`config.mk`:
```
export PLATFORM = sky130hd
export DESIGN_NAME = aerhc_top
export DESIGN_NICKNAME = d
export VERILOG_FILES = /design/src/shared/aerhc_pkg.sv /design/src/design/aerhc_top.sv /design/src/design/aerhc_edge.sv /design/src/design/aerhc_ahb.sv
export VERILOG_INCLUDE_DIRS = /design/src /design/src/shared
export SDC_FILE = /design/constraint.sdc
export NUM_CORES = 1
export LEC_CHECK = 0
export ABC_AREA = 1
export BUFFER_PORTS_ARGS = -buffer_cell sky130_fd_sc_hd__clkbuf_2
export CAP_MARGIN = 25
export CORE_UTILIZATION = 51
export DETAILED_ROUTE_END_ITERATION = 8
export PLACE_DENSITY = 0.83
export SYNTH_ARGS = -nofsm -noshare
export SYNTH_HDL_FRONTEND = slang
export SYNTH_SLANG_ARGS = --single-unit
```
`constraint.sdc`:
```
create_clock -name hclk -period 3.05 [get_ports hclk]
set_clock_uncertainty 0.2 [all_clocks]
set_input_delay 0.4575 -clock hclk [delete_from_list [all_inputs] [get_ports hclk]]
set_output_delay 0.4575 -clock hclk [all_outputs]
set_load 0.1 [all_outputs]
```
`src/shared/aerhc_map.svh`:
```
// Register offsets, field positions, reset values, codes and timing of the axis block
`ifndef AERHC_MAP_SVH
`define AERHC_MAP_SVH
`define AERHC_OFS_CTRL 8'h00
`define AERHC_OFS_HOME_POS 8'h04
`define AERHC_OFS_CMD_VEL 8'h08
`define AERHC_OFS_DECEL 8'h0C
`define AERHC_OFS_STATUS 8'h10
`define AERHC_OFS_POSITION 8'h14
`define AERHC_OFS_ACK_ERR 8'h18
`define AERHC_OFS_HOME_ERR 8'h1C
`define AERHC_CTRL_EN 0
`define AERHC_CTRL_STOP 1
`define AERHC_CTRL_DRVIF 2
`define AERHC_CTRL_ACK 3
`define AERHC_CTRL_HOME 4
`define AERHC_CTRL_MODE 5
`define AERHC_RST_DECEL 16'h0010
`define AERHC_HOME_VEL 16'h0008
`define AERHC_CAUSE_ACK_CFG 16'h8001
`define AERHC_DET_ACK_CFG 16'h0001
`define AERHC_CAUSE_ACK_OP 16'h8002
`define AERHC_DET_ACK_OP 16'h0002
`define AERHC_CAUSE_HOME_OFF 16'h8003
`define AERHC_DET_HOME_OFF 16'h0003
`define AERHC_CLK_NS 20
`define AERHC_TICK_NS 1000
`define AERHC_TICK_CYC (`AERHC_TICK_NS / `AERHC_CLK_NS)
`define AERHC_ACK_NS 100
`define AERHC_ACK_CYC ((`AERHC_ACK_NS + `AERHC_CLK_NS - 1) / `AERHC_CLK_NS)
`define AERHC_EV_ACK 0
`define AERHC_EV_HOME 1
`define AERHC_EV_REF 2
`define AERHC_EV_FAULT 3
`endif

```
`src/shared/aerhc_pkg.sv`:
```
// Types shared by the axis enable, acknowledge and homing block
package aerhc_pkg;
  typedef enum logic [3:0] {
    AERHC_EN_OFF = 4'h1, AERHC_EN_WAIT = 4'h2, AERHC_EN_ON = 4'h4, AERHC_EN_STOP = 4'h8
  } aerhc_en_st_t;
  typedef enum logic [2:0] {
    AERHC_HM_IDLE = 3'h1, AERHC_HM_PASSIVE = 3'h2, AERHC_HM_ACTIVE = 3'h4
  } aerhc_hm_st_t;
  typedef logic [3:0] aerhc_ev_t;
  typedef struct packed {
    logic [15:0] detail;
    logic [15:0] cause;
  } aerhc_err_t;
  typedef struct packed {
    logic we;
    logic [7:0] addr;
    logic [31:0] wdata;
  } aerhc_bus_t;
  typedef struct packed {
    logic hm_abort;
    logic hm_error;
    logic hm_done;
    logic hm_busy;
    logic ack_error;
    logic ack_done;
    logic ack_busy;
    logic homed;
    logic drv_en;
    logic err_flag;
    logic standstill;
    logic power_busy;
    logic status;
  } aerhc_status_t;
  typedef struct packed {
    logic wpend;
    logic rpend;
    logic mapped;
    logic [7:0] addr;
    logic [31:0] rdata;
  } aerhc_ahb_st_t;
  typedef struct packed {
    aerhc_ev_t prev;
  } aerhc_edge_st_t;
  typedef struct packed {
    aerhc_en_st_t en_st;
    aerhc_hm_st_t hm_st;
    logic en_req;
    logic stop_sel;
    logic drv_if;
    logic ack_trg;
    logic home_trg;
    logic [1:0] home_mode;
    logic [31:0] home_pos;
    logic [15:0] cmd_vel;
    logic [15:0] decel;
    logic stop_lat;
    logic stop_imm;
    logic drv_en;
    logic [2:0] sync1;
    logic [2:0] sync2;
    logic [31:0] pos;
    logic [15:0] cur_vel;
    logic [5:0] tick_cnt;
    logic pulse;
    logic dir;
    logic homed;
    logic err_flag;
    logic ack_busy;
    logic [2:0] ack_cnt;
    logic ack_done;
    logic ack_error;
    aerhc_err_t ack_err;
    logic hm_done;
    logic hm_error;
    logic hm_abort;
    aerhc_err_t hm_err;
  } aerhc_st_t;
endpackage : aerhc_pkg

```
`src/design/aerhc_top.sv`:
```
// Axis enable, error acknowledge and homing control with an AHB-Lite register file
`timescale 1ns/1ns
// Behaviour
// - Drive enable out, then wait drive ready
// - Drive ready seen: status and enabled flag true
// - No drive interface: enabled at once
// - Disable done: busy, status, flag false together
// - Acknowledge clears operating and configuration errors
// - Acknowledge starts only on trigger rise
// - Acknowledge neither aborted nor aborting motion
// - Acknowledge success: done, error flag cleared; busy meanwhile
// - Acknowledge failure: error with cause, detail codes
// - Mode 0: position set to homing value
// - Mode 1: homing value added to position
// - Mode 2: no own motion, homed on switch
// - Mode 3: device performs reference approach itself
// - Stop selection 0 decelerates, 1 stops pulses
// - Status stays true until standstill
// - Dropping enable aborts active motion tasks
// - Homing starts only on trigger rise
`include "aerhc_map.svh"
module aerhc_top (
  // Clock and reset
  input wire logic hclk,
  input wire logic hresetn,
  // AHB-Lite slave
  input wire logic hsel,
  input wire logic [31:0] haddr,
  input wire logic [1:0] htrans,
  input wire logic hwrite,
  input wire logic [2:0] hsize,
  input wire logic [31:0] hwdata,
  input wire logic hready,
  output logic hreadyout,
  output logic hresp,
  output logic [31:0] hrdata,
  // Drive and axis pins
  output logic drive_enable,
  input wire logic drive_ready,
  input wire logic drive_fault,
  input wire logic ref_switch,
  output logic pulse_out,
  output logic dir_out,
  // Acknowledge failure codes
  output logic [15:0] error_cause_code,
  output logic [15:0] error_detail_code
);
  import aerhc_pkg::*;
  aerhc_st_t st;
  aerhc_st_t next_st;
  aerhc_bus_t bus;
  aerhc_status_t stat;
  aerhc_ev_t ev_lvl;
  aerhc_ev_t ev_rise;
  logic [31:0] rdata;
  logic tick, cfg_bad, ack_clear, status, power_busy, standstill;
  logic ready_s, fault_s, ref_s, ack_rise, home_rise, ref_rise, fault_rise;

  function automatic logic [31:0] sext(input logic [15:0] v);
    return {{16{v[15]}}, v};
  endfunction : sext

  function automatic logic [15:0] toward_zero(input logic [15:0] v, input logic [15:0] d);
    logic [15:0] mag;
    mag = v[15] ? 16'(-v) : v;
    if (mag <= d) begin
      return 16'h0000;
    end
    return v[15] ? 16'(v + d) : 16'(v - d);
  endfunction : toward_zero

  aerhc_ahb u_ahb (
    .hclk(hclk),
    .hresetn(hresetn),
    .hsel(hsel),
    .haddr(haddr),
    .htrans(htrans),
    .hwrite(hwrite),
    .hsize(hsize),
    .hwdata(hwdata),
    .hready(hready),
    .hreadyout(hreadyout),
    .hresp(hresp),
    .hrdata(hrdata),
    .bus(bus),
    .rdata(rdata)
  );

  assign ready_s = st.sync2[0];
  assign fault_s = st.sync2[1];
  assign ref_s = st.sync2[2];
  assign ev_lvl = {fault_s, ref_s, st.home_trg, st.ack_trg};

  aerhc_edge u_edge (
    .hclk(hclk),
    .hresetn(hresetn),
    .lvl(ev_lvl),
    .rise(ev_rise)
  );

  assign ack_rise = ev_rise[`AERHC_EV_ACK];
  assign home_rise = ev_rise[`AERHC_EV_HOME];
  assign ref_rise = ev_rise[`AERHC_EV_REF];
  assign fault_rise = ev_rise[`AERHC_EV_FAULT];
  assign tick = (st.tick_cnt == 6'h00);
  // A zero deceleration is an invalid setting and stands as a configuration error
  assign cfg_bad = (st.decel == 16'h0000);
  assign status = (st.en_st == AERHC_EN_ON) || (st.en_st == AERHC_EN_STOP);
  assign power_busy = st.en_req | status;
  assign standstill = (st.cur_vel == 16'h0000);

  always_comb begin
    next_st = st;
    ack_clear = 1'b0;
    next_st.sync1 = {ref_switch, drive_fault, drive_ready};
    next_st.sync2 = st.sync1;
    if (bus.we) begin
      case (bus.addr)
        `AERHC_OFS_CTRL: begin
          next_st.en_req = bus.wdata[`AERHC_CTRL_EN];
          next_st.stop_sel = bus.wdata[`AERHC_CTRL_STOP];
          next_st.drv_if = bus.wdata[`AERHC_CTRL_DRVIF];
          next_st.ack_trg = bus.wdata[`AERHC_CTRL_ACK];
          next_st.home_trg = bus.wdata[`AERHC_CTRL_HOME];
          next_st.home_mode = bus.wdata[`AERHC_CTRL_MODE +: 2];
        end
        `AERHC_OFS_HOME_POS: next_st.home_pos = bus.wdata;
        `AERHC_OFS_CMD_VEL: next_st.cmd_vel = bus.wdata[15:0];
        `AERHC_OFS_DECEL: next_st.decel = bus.wdata[15:0];
        default: ;
      endcase
    end
    next_st.tick_cnt = tick ? 6'(`AERHC_TICK_CYC - 1) : 6'(st.tick_cnt - 6'h01);

    unique case (st.en_st)
      AERHC_EN_OFF: begin
        // Homing is lost whenever the axis is disabled
        next_st.homed = 1'b0;
        if (st.en_req && !st.err_flag) begin
          next_st.stop_lat = st.stop_sel;
          next_st.stop_imm = 1'b0;
          if (st.drv_if) begin
            next_st.drv_en = 1'b1;
            next_st.en_st = AERHC_EN_WAIT;
          end else begin
            next_st.en_st = AERHC_EN_ON;
          end
        end
      end
      AERHC_EN_WAIT: begin
        if (!st.en_req || st.err_flag) begin
          next_st.drv_en = 1'b0;
          next_st.en_st = AERHC_EN_OFF;
        end else if (ready_s) begin
          next_st.en_st = AERHC_EN_ON;
        end
      end
      AERHC_EN_ON: begin
        if (!st.en_req || st.err_flag) begin
          // An error stop never ramps: the fault may lie in the ramp itself
          next_st.stop_imm = st.err_flag | st.stop_lat;
          next_st.en_st = AERHC_EN_STOP;
        end
      end
      AERHC_EN_STOP: begin
        if (st.err_flag) begin
          next_st.stop_imm = 1'b1;
        end
        if (standstill) begin
          // Homed drops with status, not a cycle later
          next_st.homed = 1'b0;
          next_st.drv_en = 1'b0;
          next_st.en_st = AERHC_EN_OFF;
        end
      end
    endcase

    if (st.en_st == AERHC_EN_ON) begin
      if (st.hm_st == AERHC_HM_ACTIVE) begin
        next_st.cur_vel = `AERHC_HOME_VEL;
      end else if (tick) begin
        next_st.cur_vel = st.cmd_vel;
      end
    end else if (st.en_st == AERHC_EN_STOP) begin
      if (st.stop_imm) begin
        next_st.cur_vel = 16'h0000;
      end else if (tick) begin
        next_st.cur_vel = toward_zero(st.cur_vel, st.decel);
      end
    end else begin
      next_st.cur_vel = 16'h0000;
    end
    if (tick) begin
      next_st.pos = st.pos + sext(st.cur_vel);
    end
    next_st.pulse = tick && !standstill && !((st.en_st == AERHC_EN_STOP) && st.stop_imm);
    next_st.dir = st.cur_vel[15];

    // Acknowledge runs to its end whatever motion does, and touches no motion state
    if (st.ack_busy) begin
      if (st.ack_cnt == 3'h0) begin
        next_st.ack_busy = 1'b0;
        if (cfg_bad) begin
          next_st.ack_error = 1'b1;
          next_st.ack_err = '{detail: `AERHC_DET_ACK_CFG, cause: `AERHC_CAUSE_ACK_CFG};
        end else if (fault_s) begin
          next_st.ack_error = 1'b1;
          next_st.ack_err = '{detail: `AERHC_DET_ACK_OP, cause: `AERHC_CAUSE_ACK_OP};
        end else begin
          next_st.ack_done = 1'b1;
          ack_clear = 1'b1;
        end
      end else begin
        next_st.ack_cnt = 3'(st.ack_cnt - 3'h1);
      end
    end else if (ack_rise) begin
      next_st.ack_busy = 1'b1;
      next_st.ack_cnt = 3'(`AERHC_ACK_CYC - 1);
      next_st.ack_done = 1'b0;
      next_st.ack_error = 1'b0;
    end
    // A new fault in the clearing cycle still sets the flag
    next_st.err_flag = fault_rise | cfg_bad | (st.err_flag & ~ack_clear);

    unique case (st.hm_st)
      AERHC_HM_IDLE: begin
        if (home_rise) begin
          next_st.hm_done = 1'b0;
          next_st.hm_error = 1'b0;
          next_st.hm_abort = 1'b0;
          if (st.en_st != AERHC_EN_ON) begin
            next_st.hm_error = 1'b1;
            next_st.hm_err = '{detail: `AERHC_DET_HOME_OFF, cause: `AERHC_CAUSE_HOME_OFF};
          end else begin
            unique case (st.home_mode)
              2'h0: begin
                next_st.pos = st.home_pos;
                next_st.homed = 1'b1;
                next_st.hm_done = 1'b1;
              end
              2'h1: begin
                // A motion tick in this cycle is dropped in favour of the correction
                next_st.pos = st.pos + st.home_pos;
                next_st.homed = 1'b1;
                next_st.hm_done = 1'b1;
              end
              2'h2: begin
                next_st.hm_st = AERHC_HM_PASSIVE;
              end
              2'h3: begin
                next_st.homed = 1'b0;
                next_st.hm_st = AERHC_HM_ACTIVE;
              end
            endcase
          end
        end
      end
      AERHC_HM_PASSIVE, AERHC_HM_ACTIVE: begin
        if (st.en_st != AERHC_EN_ON) begin
          next_st.hm_abort = 1'b1;
          next_st.hm_st = AERHC_HM_IDLE;
        end else if (ref_rise) begin
          next_st.pos = st.home_pos;
          next_st.homed = 1'b1;
          next_st.hm_done = 1'b1;
          next_st.hm_st = AERHC_HM_IDLE;
          if (st.hm_st == AERHC_HM_ACTIVE) begin
            next_st.cur_vel = 16'h0000;
          end
        end
      end
    endcase
  end

  always_ff @(posedge hclk or negedge hresetn) begin
    if (!hresetn) begin
      st <= '0;
      st.en_st <= AERHC_EN_OFF;
      st.hm_st <= AERHC_HM_IDLE;
      st.decel <= `AERHC_RST_DECEL;
    end else begin
      st <= next_st;
    end
  end

  assign stat = '{hm_abort: st.hm_abort, hm_error: st.hm_error, hm_done: st.hm_done,
                  hm_busy: (st.hm_st != AERHC_HM_IDLE), ack_error: st.ack_error,
                  ack_done: st.ack_done, ack_busy: st.ack_busy, homed: st.homed,
                  drv_en: st.drv_en, err_flag: st.err_flag, standstill: standstill,
                  power_busy: power_busy, status: status};

  always_comb begin
    rdata = 32'h00000000;
    case (bus.addr)
      `AERHC_OFS_CTRL: begin
        rdata[`AERHC_CTRL_EN] = st.en_req;
        rdata[`AERHC_CTRL_STOP] = st.stop_sel;
        rdata[`AERHC_CTRL_DRVIF] = st.drv_if;
        rdata[`AERHC_CTRL_ACK] = st.ack_trg;
        rdata[`AERHC_CTRL_HOME] = st.home_trg;
        rdata[`AERHC_CTRL_MODE +: 2] = st.home_mode;
      end
      `AERHC_OFS_HOME_POS: rdata = st.home_pos;
      `AERHC_OFS_CMD_VEL: rdata = {16'h0000, st.cmd_vel};
      `AERHC_OFS_DECEL: rdata = {16'h0000, st.decel};
      `AERHC_OFS_STATUS: rdata = {19'h00000, stat};
      `AERHC_OFS_POSITION: rdata = st.pos;
      `AERHC_OFS_ACK_ERR: rdata = st.ack_err;
      `AERHC_OFS_HOME_ERR: rdata = st.hm_err;
      default: rdata = 32'h00000000;
    endcase
  end

  assign drive_enable = st.drv_en;
  assign pulse_out = st.pulse;
  assign dir_out = st.dir;
  assign error_cause_code = st.ack_err.cause;
  assign error_detail_code = st.ack_err.detail;
endmodule : aerhc_top

```
`src/design/aerhc_edge.sv`:
```
// Rising edge detector for the trigger and event levels
`timescale 1ns/1ns
module aerhc_edge (
  // Clock and reset
  input wire logic hclk,
  input wire logic hresetn,
  // Levels in, one-cycle rises out
  input wire aerhc_pkg::aerhc_ev_t lvl,
  output aerhc_pkg::aerhc_ev_t rise
);
  import aerhc_pkg::*;
  aerhc_edge_st_t st;
  aerhc_edge_st_t next_st;

  always_comb begin
    next_st = st;
    next_st.prev = lvl;
  end

  // A level held high gives one rise only
  assign rise = lvl & ~st.prev;

  always_ff @(posedge hclk or negedge hresetn) begin
    if (!hresetn) begin
      st <= '0;
    end else begin
      st <= next_st;
    end
  end
endmodule : aerhc_edge

```
`src/design/aerhc_ahb.sv`:
```
// AHB-Lite slave front end: zero-wait writes, one-wait reads
`timescale 1ns/1ns
module aerhc_ahb (
  // Clock and reset
  input wire logic hclk,
  input wire logic hresetn,
  // AHB-Lite slave
  input wire logic hsel,
  input wire logic [31:0] haddr,
  input wire logic [1:0] htrans,
  input wire logic hwrite,
  input wire logic [2:0] hsize,
  input wire logic [31:0] hwdata,
  input wire logic hready,
  output logic hreadyout,
  output logic hresp,
  output logic [31:0] hrdata,
  // Register side
  output aerhc_pkg::aerhc_bus_t bus,
  input wire logic [31:0] rdata
);
  import aerhc_pkg::*;
  aerhc_ahb_st_t st;
  aerhc_ahb_st_t next_st;
  logic go;

  assign go = hsel & htrans[1] & hready;

  always_comb begin
    next_st = st;
    next_st.wpend = go & hwrite;
    next_st.rpend = go & ~hwrite;
    if (go) begin
      next_st.addr = haddr[7:0];
      next_st.mapped = (haddr[31:8] == 24'h000000);
    end
    // The wait cycle lets a write in the previous data phase land before the read
    if (st.rpend) begin
      next_st.rdata = st.mapped ? rdata : 32'h00000000;
    end
  end

  assign bus.we = st.wpend & st.mapped;
  assign bus.addr = st.addr;
  assign bus.wdata = hwdata;
  assign hreadyout = ~st.rpend;
  assign hresp = 1'b0;
  assign hrdata = st.rdata;

  always_ff @(posedge hclk or negedge hresetn) begin
    if (!hresetn) begin
      st <= '0;
    end else begin
      st <= next_st;
    end
  end
endmodule : aerhc_ahb

```
==> results of run 1 <==
routing by layer:
| metal | global-route usage, % | up-vias |
|---|---|---|
| li1 | - | 8189 |
| met1 | 47.9 | 8202 |
| met2 | 56.8 | 1005 |
| met3 | 7.74 | 175 |
| met4 | 14.9 | 0 |
| met5 | 0 | - |
state kept, by name (all words and copies together), names as in the netlist, 2 cells and up:
register          flops
u_edge.st             4
u_ahb.st              3
next_st               4
st                  143
error_cause_code      2
ev_lvl                4
u_ahb.hrdata         32
u_ahb.bus             8
power by group:
group | internal, W | switching (W)
registers | 0.00279 | 0.0000525
logic | 0.000194 | 0.000579
clock network | 0.00193 | 0.00129
layout make-up:
class,count,area (um^2)
Tap cell,396,495
Multi-Input combinational cell,1802,9630
Fill cell,2739,11800
Clock inverter,12,206
Clock buffer,32,681
Sequential cell,205,5130
Timing Repair Buffer,268,1870
Inverter,322,1210
worst max-delay path: stages, from the launching register on:
cell	delay, ps
dfrtp_1	390
inv_2	120
ha_4	160
nand3_2	90
nor2_2	140
nand2_2	80
nor2_4	100
nand2_2	80
buf_4	150
buf_4	130
nand2_1	70
xnor2_1	120
ha_1	270
nand2_2	110
nor2_1	60
a21oi_2	170
nand2_2	80
nand2_2	100
buf_6	160
o21ai_2	60
nand2_1	70
nand2_1	50
synth_stat cells (6+ instances only):
cell,instances,area share (%)
dfrtp_1,202,31
xnor2_1,16,0.86
or2_2,10,0.39
a32oi_1,7,0.38
nand4_1,16,0.62
buf_4,68,3.1
o21ai_0,189,5.8
nand3b_1,16,0.74
ha_1,98,7.6
o22ai_1,35,1.3
inv_1,317,7.3
a22oi_1,7,0.32
buf_2,10,0.31
nand3_1,126,3.9
a22o_1,17,0.92
o21ai_1,10,0.31
a211oi_1,6,0.28
nor3_1,28,0.86
nor4_1,12,0.46
nor2_1,190,4.4
a21oi_1,141,4.3
o21bai_1,14,0.65
clkbuf_1,37,0.86
xor2_1,35,1.9
nand2_1,736,17
o211ai_1,6,0.28
through the flow:
stage               cell area [um^2]  setup TNS [ps]
floorplan                      16300               0
global placement               17500            -281
detailed placement             17500           -1430
CTS                            19000            -486
global route                   19200           -2680
finish                         19200            -487
what timing repair did:
action                                 CTS  global route
endpoints found under the hold margin  109             0
setup endpoints to repair               16            34
hold buffers                            34             0
gates resized for setup                 56            52
pin swaps                               38            43
setup buffers                           15             3
kinds of logic after synthesis:
logic type | after synthesis | synth area share (%)
DFF | 205 | 31.6
AOI/OAI and AO/OA | 464 | 16.2
xor gates and xnor gates | 51 | 2.75
muxes | 5 | 0.339
and+or+nand+nor | 1153 | 29.3
other | 1 | 0.0231
adders and majority gates | 101 | 7.92
buffers and inverters | 440 | 11.8
how the worst max path moves through the flow:
stage / from / endpoint / slack [ps] / cells past startpoint
after floorplan: st[84] / st[95] / 20 / 20
after global placement: st[140] / st[96] / -90 / 20
after detailed placement: st[140] / next_st[75] / -150 / 20
after CTS: st[141] / next_st[75] / -60 / 20
after global routing: st[84] / st[89] / -190 / 21
final: st[84] / st[87] / -60 / 21
==> impl_metrics.env, run 1 <==
export IMPL_status="complete, but fails checks"
export IMPL_violations="negative setup slack"
export IMPL_max_freq_mhz=321
export IMPL_routedWlPerCell_um=19.5
export IMPL_hold_path_end="st[158]"
export IMPL_critical_path_required_ps=3280
export IMPL_rsz0062_at_grt="true"
export IMPL_numPlacedInstances=2941
export IMPL_r2r_end="st[87]"
export IMPL_initial_utilization_pct=52.4
export IMPL_yosys_warnings=0
export IMPL_min_from="hwdata[2]"
export IMPL_reg2reg_slack_ps=-60
export IMPL_routabilityCongestion=1.04
export IMPL_netlist_instances=2420
export IMPL_synth_ff_type="dfrtp_1"
export IMPL_vias_per_cell=5.79
export IMPL_drive_above_1_share_pct=14.5
export IMPL_grt_overflow_total=0
export IMPL_io_pins=146
export IMPL_total_power_w=0.00684
export IMPL_grt_first_pass_wirelength_um=91400
export IMPL_firstDrtPassIters=6
export IMPL_ys_seq_elements=205
export IMPL_grt_max_degree=86
export IMPL_grt_usage_pct=36.0
export IMPL_critPathKind="flip-flop to flip-flop"
export IMPL_cts_buffers=24
export IMPL_hold_depth=3
export IMPL_die_h_um=180
export IMPL_slew_headroom_pct=47.9
export IMPL_whs_ps=20.3
export IMPL_portBuffers=113
export IMPL_synthesis_area_um2=16200
export IMPL_cts_tree="built"
export IMPL_routed_top_layer="met4"
export IMPL_wl_met1_um=24200
export IMPL_wl_um=59200
export IMPL_die_area_um2=32600
export IMPL_clk_pin_slew_ps=60
export IMPL_clockBufferDepth=3
export IMPL_dr_total_vias=17600
export IMPL_antenna_cells=0
export IMPL_synth_cell_type_count=54
export IMPL_drt_iter0_markers=1784
export IMPL_tightest_slew_ps=771
export IMPL_final_util_pct=62.1
export IMPL_setup_ws_ps=-62.8
export IMPL_maxCapViolations=0
export IMPL_drc=0
export IMPL_hold_class="input pin to flip-flop"
export IMPL_finalCritPeriodShare_pct=102
export IMPL_postRouteAntennaNets=0
export IMPL_p_leak_nw=10.8
export IMPL_vdd_drop_max_v=0.000685
export IMPL_dr_wl_met3_um=6450
export IMPL_synth_edf_count=0
export IMPL_p_per_area_nw_per_um2=355
export IMPL_synthToLayoutAreaGrowth_pct=18.5
export IMPL_root_buffer="clkbuf_16"
export IMPL_met2_length_um=26000
export IMPL_fin_cells=3037
export IMPL_timing_rr_start="st[84]"
export IMPL_critPathMaxFanout=6
export IMPL_reg2reg_depth=21
export IMPL_pre_cts_ws_ps=-151
export IMPL_syn_avg_cell_area_um2=6.71
export IMPL_h_tree_depth=1
export IMPL_start_kind="flip-flop"
export IMPL_finalHoldViolCount=0
export IMPL_endpoint_kind="flip-flop"
export IMPL_die_w_um=180
export IMPL_cts_sinks=205
export IMPL_antenna_found_initial=1
export IMPL_finalCriticalPeriod_ps=3110
export IMPL_critPathArrivalTime_ps=3340
export IMPL_final_cell_mix="721 x nand2_1, 312 x inv_1, 201 x dfrtp_1"
export IMPL_seq_area_frac_synth_pct=31.6
export IMPL_dp_hpwl_um=44900
export IMPL_setup_viol=13
export IMPL_core_um2=31000
export IMPL_nets=2801
export IMPL_slew_violations=0
export IMPL_clkLatencyLatePin_ps=570
export IMPL_async_reset_ff_share_pct=100
export IMPL_rows=64
export IMPL_layout_commonest_cell="nand2_1"
export IMPL_grt_pass1_vias=16800
Power figures use the tool's default switching activity.
==> run 2, diff against run 1 <==
--- a/config.mk
+++ b/config.mk
@@ -7,11 +7,12 @@
 export NUM_CORES = 1
 export LEC_CHECK = 0
 export ABC_AREA = 1
+export ABC_CLOCK_PERIOD_IN_PS = 3050
 export BUFFER_PORTS_ARGS = -buffer_cell sky130_fd_sc_hd__clkbuf_2
 export CAP_MARGIN = 25
 export CORE_UTILIZATION = 51
 export DETAILED_ROUTE_END_ITERATION = 8
-export PLACE_DENSITY = 0.83
+export PLACE_DENSITY = 0.73
 export SYNTH_ARGS = -nofsm -noshare
 export SYNTH_HDL_FRONTEND = slang
 export SYNTH_SLANG_ARGS = --single-unit
==> run 2 against run 1 <==
Effect of this change:
- the flow still finishes with violations (negative setup slack)
- largest power group unchanged
- core utilization is 0.057 points higher
- critical path type unchanged
- via count shrank 1.0%
- fmax grew 1.1%
==> impl_metrics.env, run 2 (synthesis results as in run 1) <==
export IMPL_die_w_um=180
export IMPL_clockBufferDepth=3
export IMPL_setup_ws_ps=-29.8
export IMPL_drt_iter0_markers=1520
export IMPL_final_cell_mix="717 x nand2_1, 310 x inv_1, 201 x dfrtp_1"
export IMPL_finalCritPeriodShare_pct=101
export IMPL_clk_pin_slew_ps=60
export IMPL_root_buffer="clkbuf_16"
export IMPL_grt_usage_pct=36.2
export IMPL_core_um2=31000
export IMPL_critPathMaxFanout=8
export IMPL_setup_viol=1
export IMPL_initial_utilization_pct=52.4
export IMPL_top_usage_layer="met2"
export IMPL_routabilityCongestion=1.03
export IMPL_final_util_pct=62.1
export IMPL_start_kind="flip-flop"
export IMPL_io_pins=146
export IMPL_die_h_um=180
export IMPL_firstDrtPassIters=5
export IMPL_grt_overflow_total=0
export IMPL_p_per_area_nw_per_um2=345
export IMPL_cts_buffers=25
export IMPL_dp_hpwl_um=46200
export IMPL_postRouteAntennaNets=0
export IMPL_numPlacedInstances=2957
export IMPL_antenna_found_initial=1
export IMPL_fillerInstances=2889
export IMPL_drc=0
export IMPL_maxCapViolations=0
export IMPL_clkLatencyLatePin_ps=560
export IMPL_dr_total_vias=17400
export IMPL_grtUsageMet2_pct=55.5
export IMPL_max_freq_mhz=325
export IMPL_largest_reg_flops=143
export IMPL_slew_headroom_pct=44.1
export IMPL_critPathKind="flip-flop to flip-flop"
export IMPL_wl_um=59400
export IMPL_violations="negative setup slack"
export IMPL_slew_violations=0
export IMPL_finalHoldViolCount=0
export IMPL_layout_commonest_cell="nand2_1"
export IMPL_hold_class="input pin to flip-flop"
export IMPL_total_power_w=0.00665
export IMPL_vdd_drop_max_v=0.000453
export IMPL_grt_first_pass_wirelength_um=91100
export IMPL_grt_pass1_vias=16300
export IMPL_grt_max_degree=76
export IMPL_met1_usage_pct=50.9
export IMPL_tightest_slew_ps=831
export IMPL_endpoint_kind="flip-flop"
export IMPL_p_leak_nw=10.8
export IMPL_use_met3_pct=9.11
export IMPL_routedWlPerCell_um=19.5
export IMPL_pre_cts_ws_ps=-129
export IMPL_whs_ps=13.0
export IMPL_nets=2811
export IMPL_drive_above_1_share_pct=15.2
export IMPL_cts_tree="built"
export IMPL_cts_sinks=205
export IMPL_finalCriticalPeriod_ps=3080
export IMPL_portBuffers=113
export IMPL_h_tree_depth=1
export IMPL_die_area_um2=32600
export IMPL_rsz0062_at_grt="true"
export IMPL_vias_per_cell=5.71
export IMPL_status="complete, but fails checks"
export IMPL_regMostFlops="st"
export IMPL_critPathArrivalTime_ps=3380
export IMPL_fin_cells=3048
export IMPL_rows=64
export IMPL_synthToLayoutAreaGrowth_pct=18.6
export IMPL_critical_path_required_ps=3350
run 2: cell type report:
type	count	area, um^2	area share, %
inverter	322	1210	6.28
multi-input combinational	1802	9640	50.1
antenna	1	2.50	0.0130
tap	396	495	2.57
clock inverter	11	135	0.702
clock buffer	34	689	3.58
sequential	205	5130	26.7
timing repair buffer	277	1940	10.1
run 2: layer usage:
| metal | wire [um] | vias up |
|---|---|---|
| met5 | 0 | - |
| met2 | 25400 | 917 |
| met1 | 25900 | 8110 |
| met4 | 1630 | 0 |
| li1 | - | 8249 |
| met3 | 6470 | 119 |
run 2: timing repair:
action / in CTS / in global routing
pin swaps: 19 / 46
gates cloned: 0 / 0
setup buffers: 5 / 10
hold buffers: 31 / 0
gates resized for setup: 45 / 73
setup endpoints to repair: 15 / 18
endpoints found under the hold margin: 98 / 0
run 2: final timing paths:
path,to,slack [ps],cells after the start,from
max,st[85],-30,21,st[84]
min,u_ahb.st[40],10,4,haddr[15]
max reg2reg,st[85],-30,21,st[84]
min reg2reg,ev_lvl[2],150,0,next_st[133]
max in group asynchronous,st[144],1550,3,hresetn
min in group asynchronous,st[71],250,2,hresetn
run 2: per-stage QoR:
stage | area (um^2) | setup TNS, ps
2_1_floorplan | 16300 | 0
3_3_place_gp | 17600 | -314
3_5_place_dp | 17600 | -1040
4_1_cts | 18900 | 0
5_1_grt | 19200 | -2800
6_report | 19300 | -29.8
run 2: critical path: stages (launching register included):
cell	delay, ps
dfrtp_1	380
inv_2	110
ha_4	160
nand3_4	80
nor2_4	90
nand2_2	70
nor2_4	100
nand2_2	60
nor2_2	110
nor2_1	60
xor2_1	140
ha_1	310
buf_4	110
nand2_2	70
nor4_2	230
nand2_1	140
nand2_2	110
nand2_4	70
buf_12	140
o21ai_2	120
nand2_1	80
nand2_1	70
run 2: power breakdown:
part	internal [W]	leakage (nW)	switching [W]
sequential	0.00279	2.46	0.0000524
clock	0.00177	0.408	0.00128
combinational	0.000189	7.93	0.000572
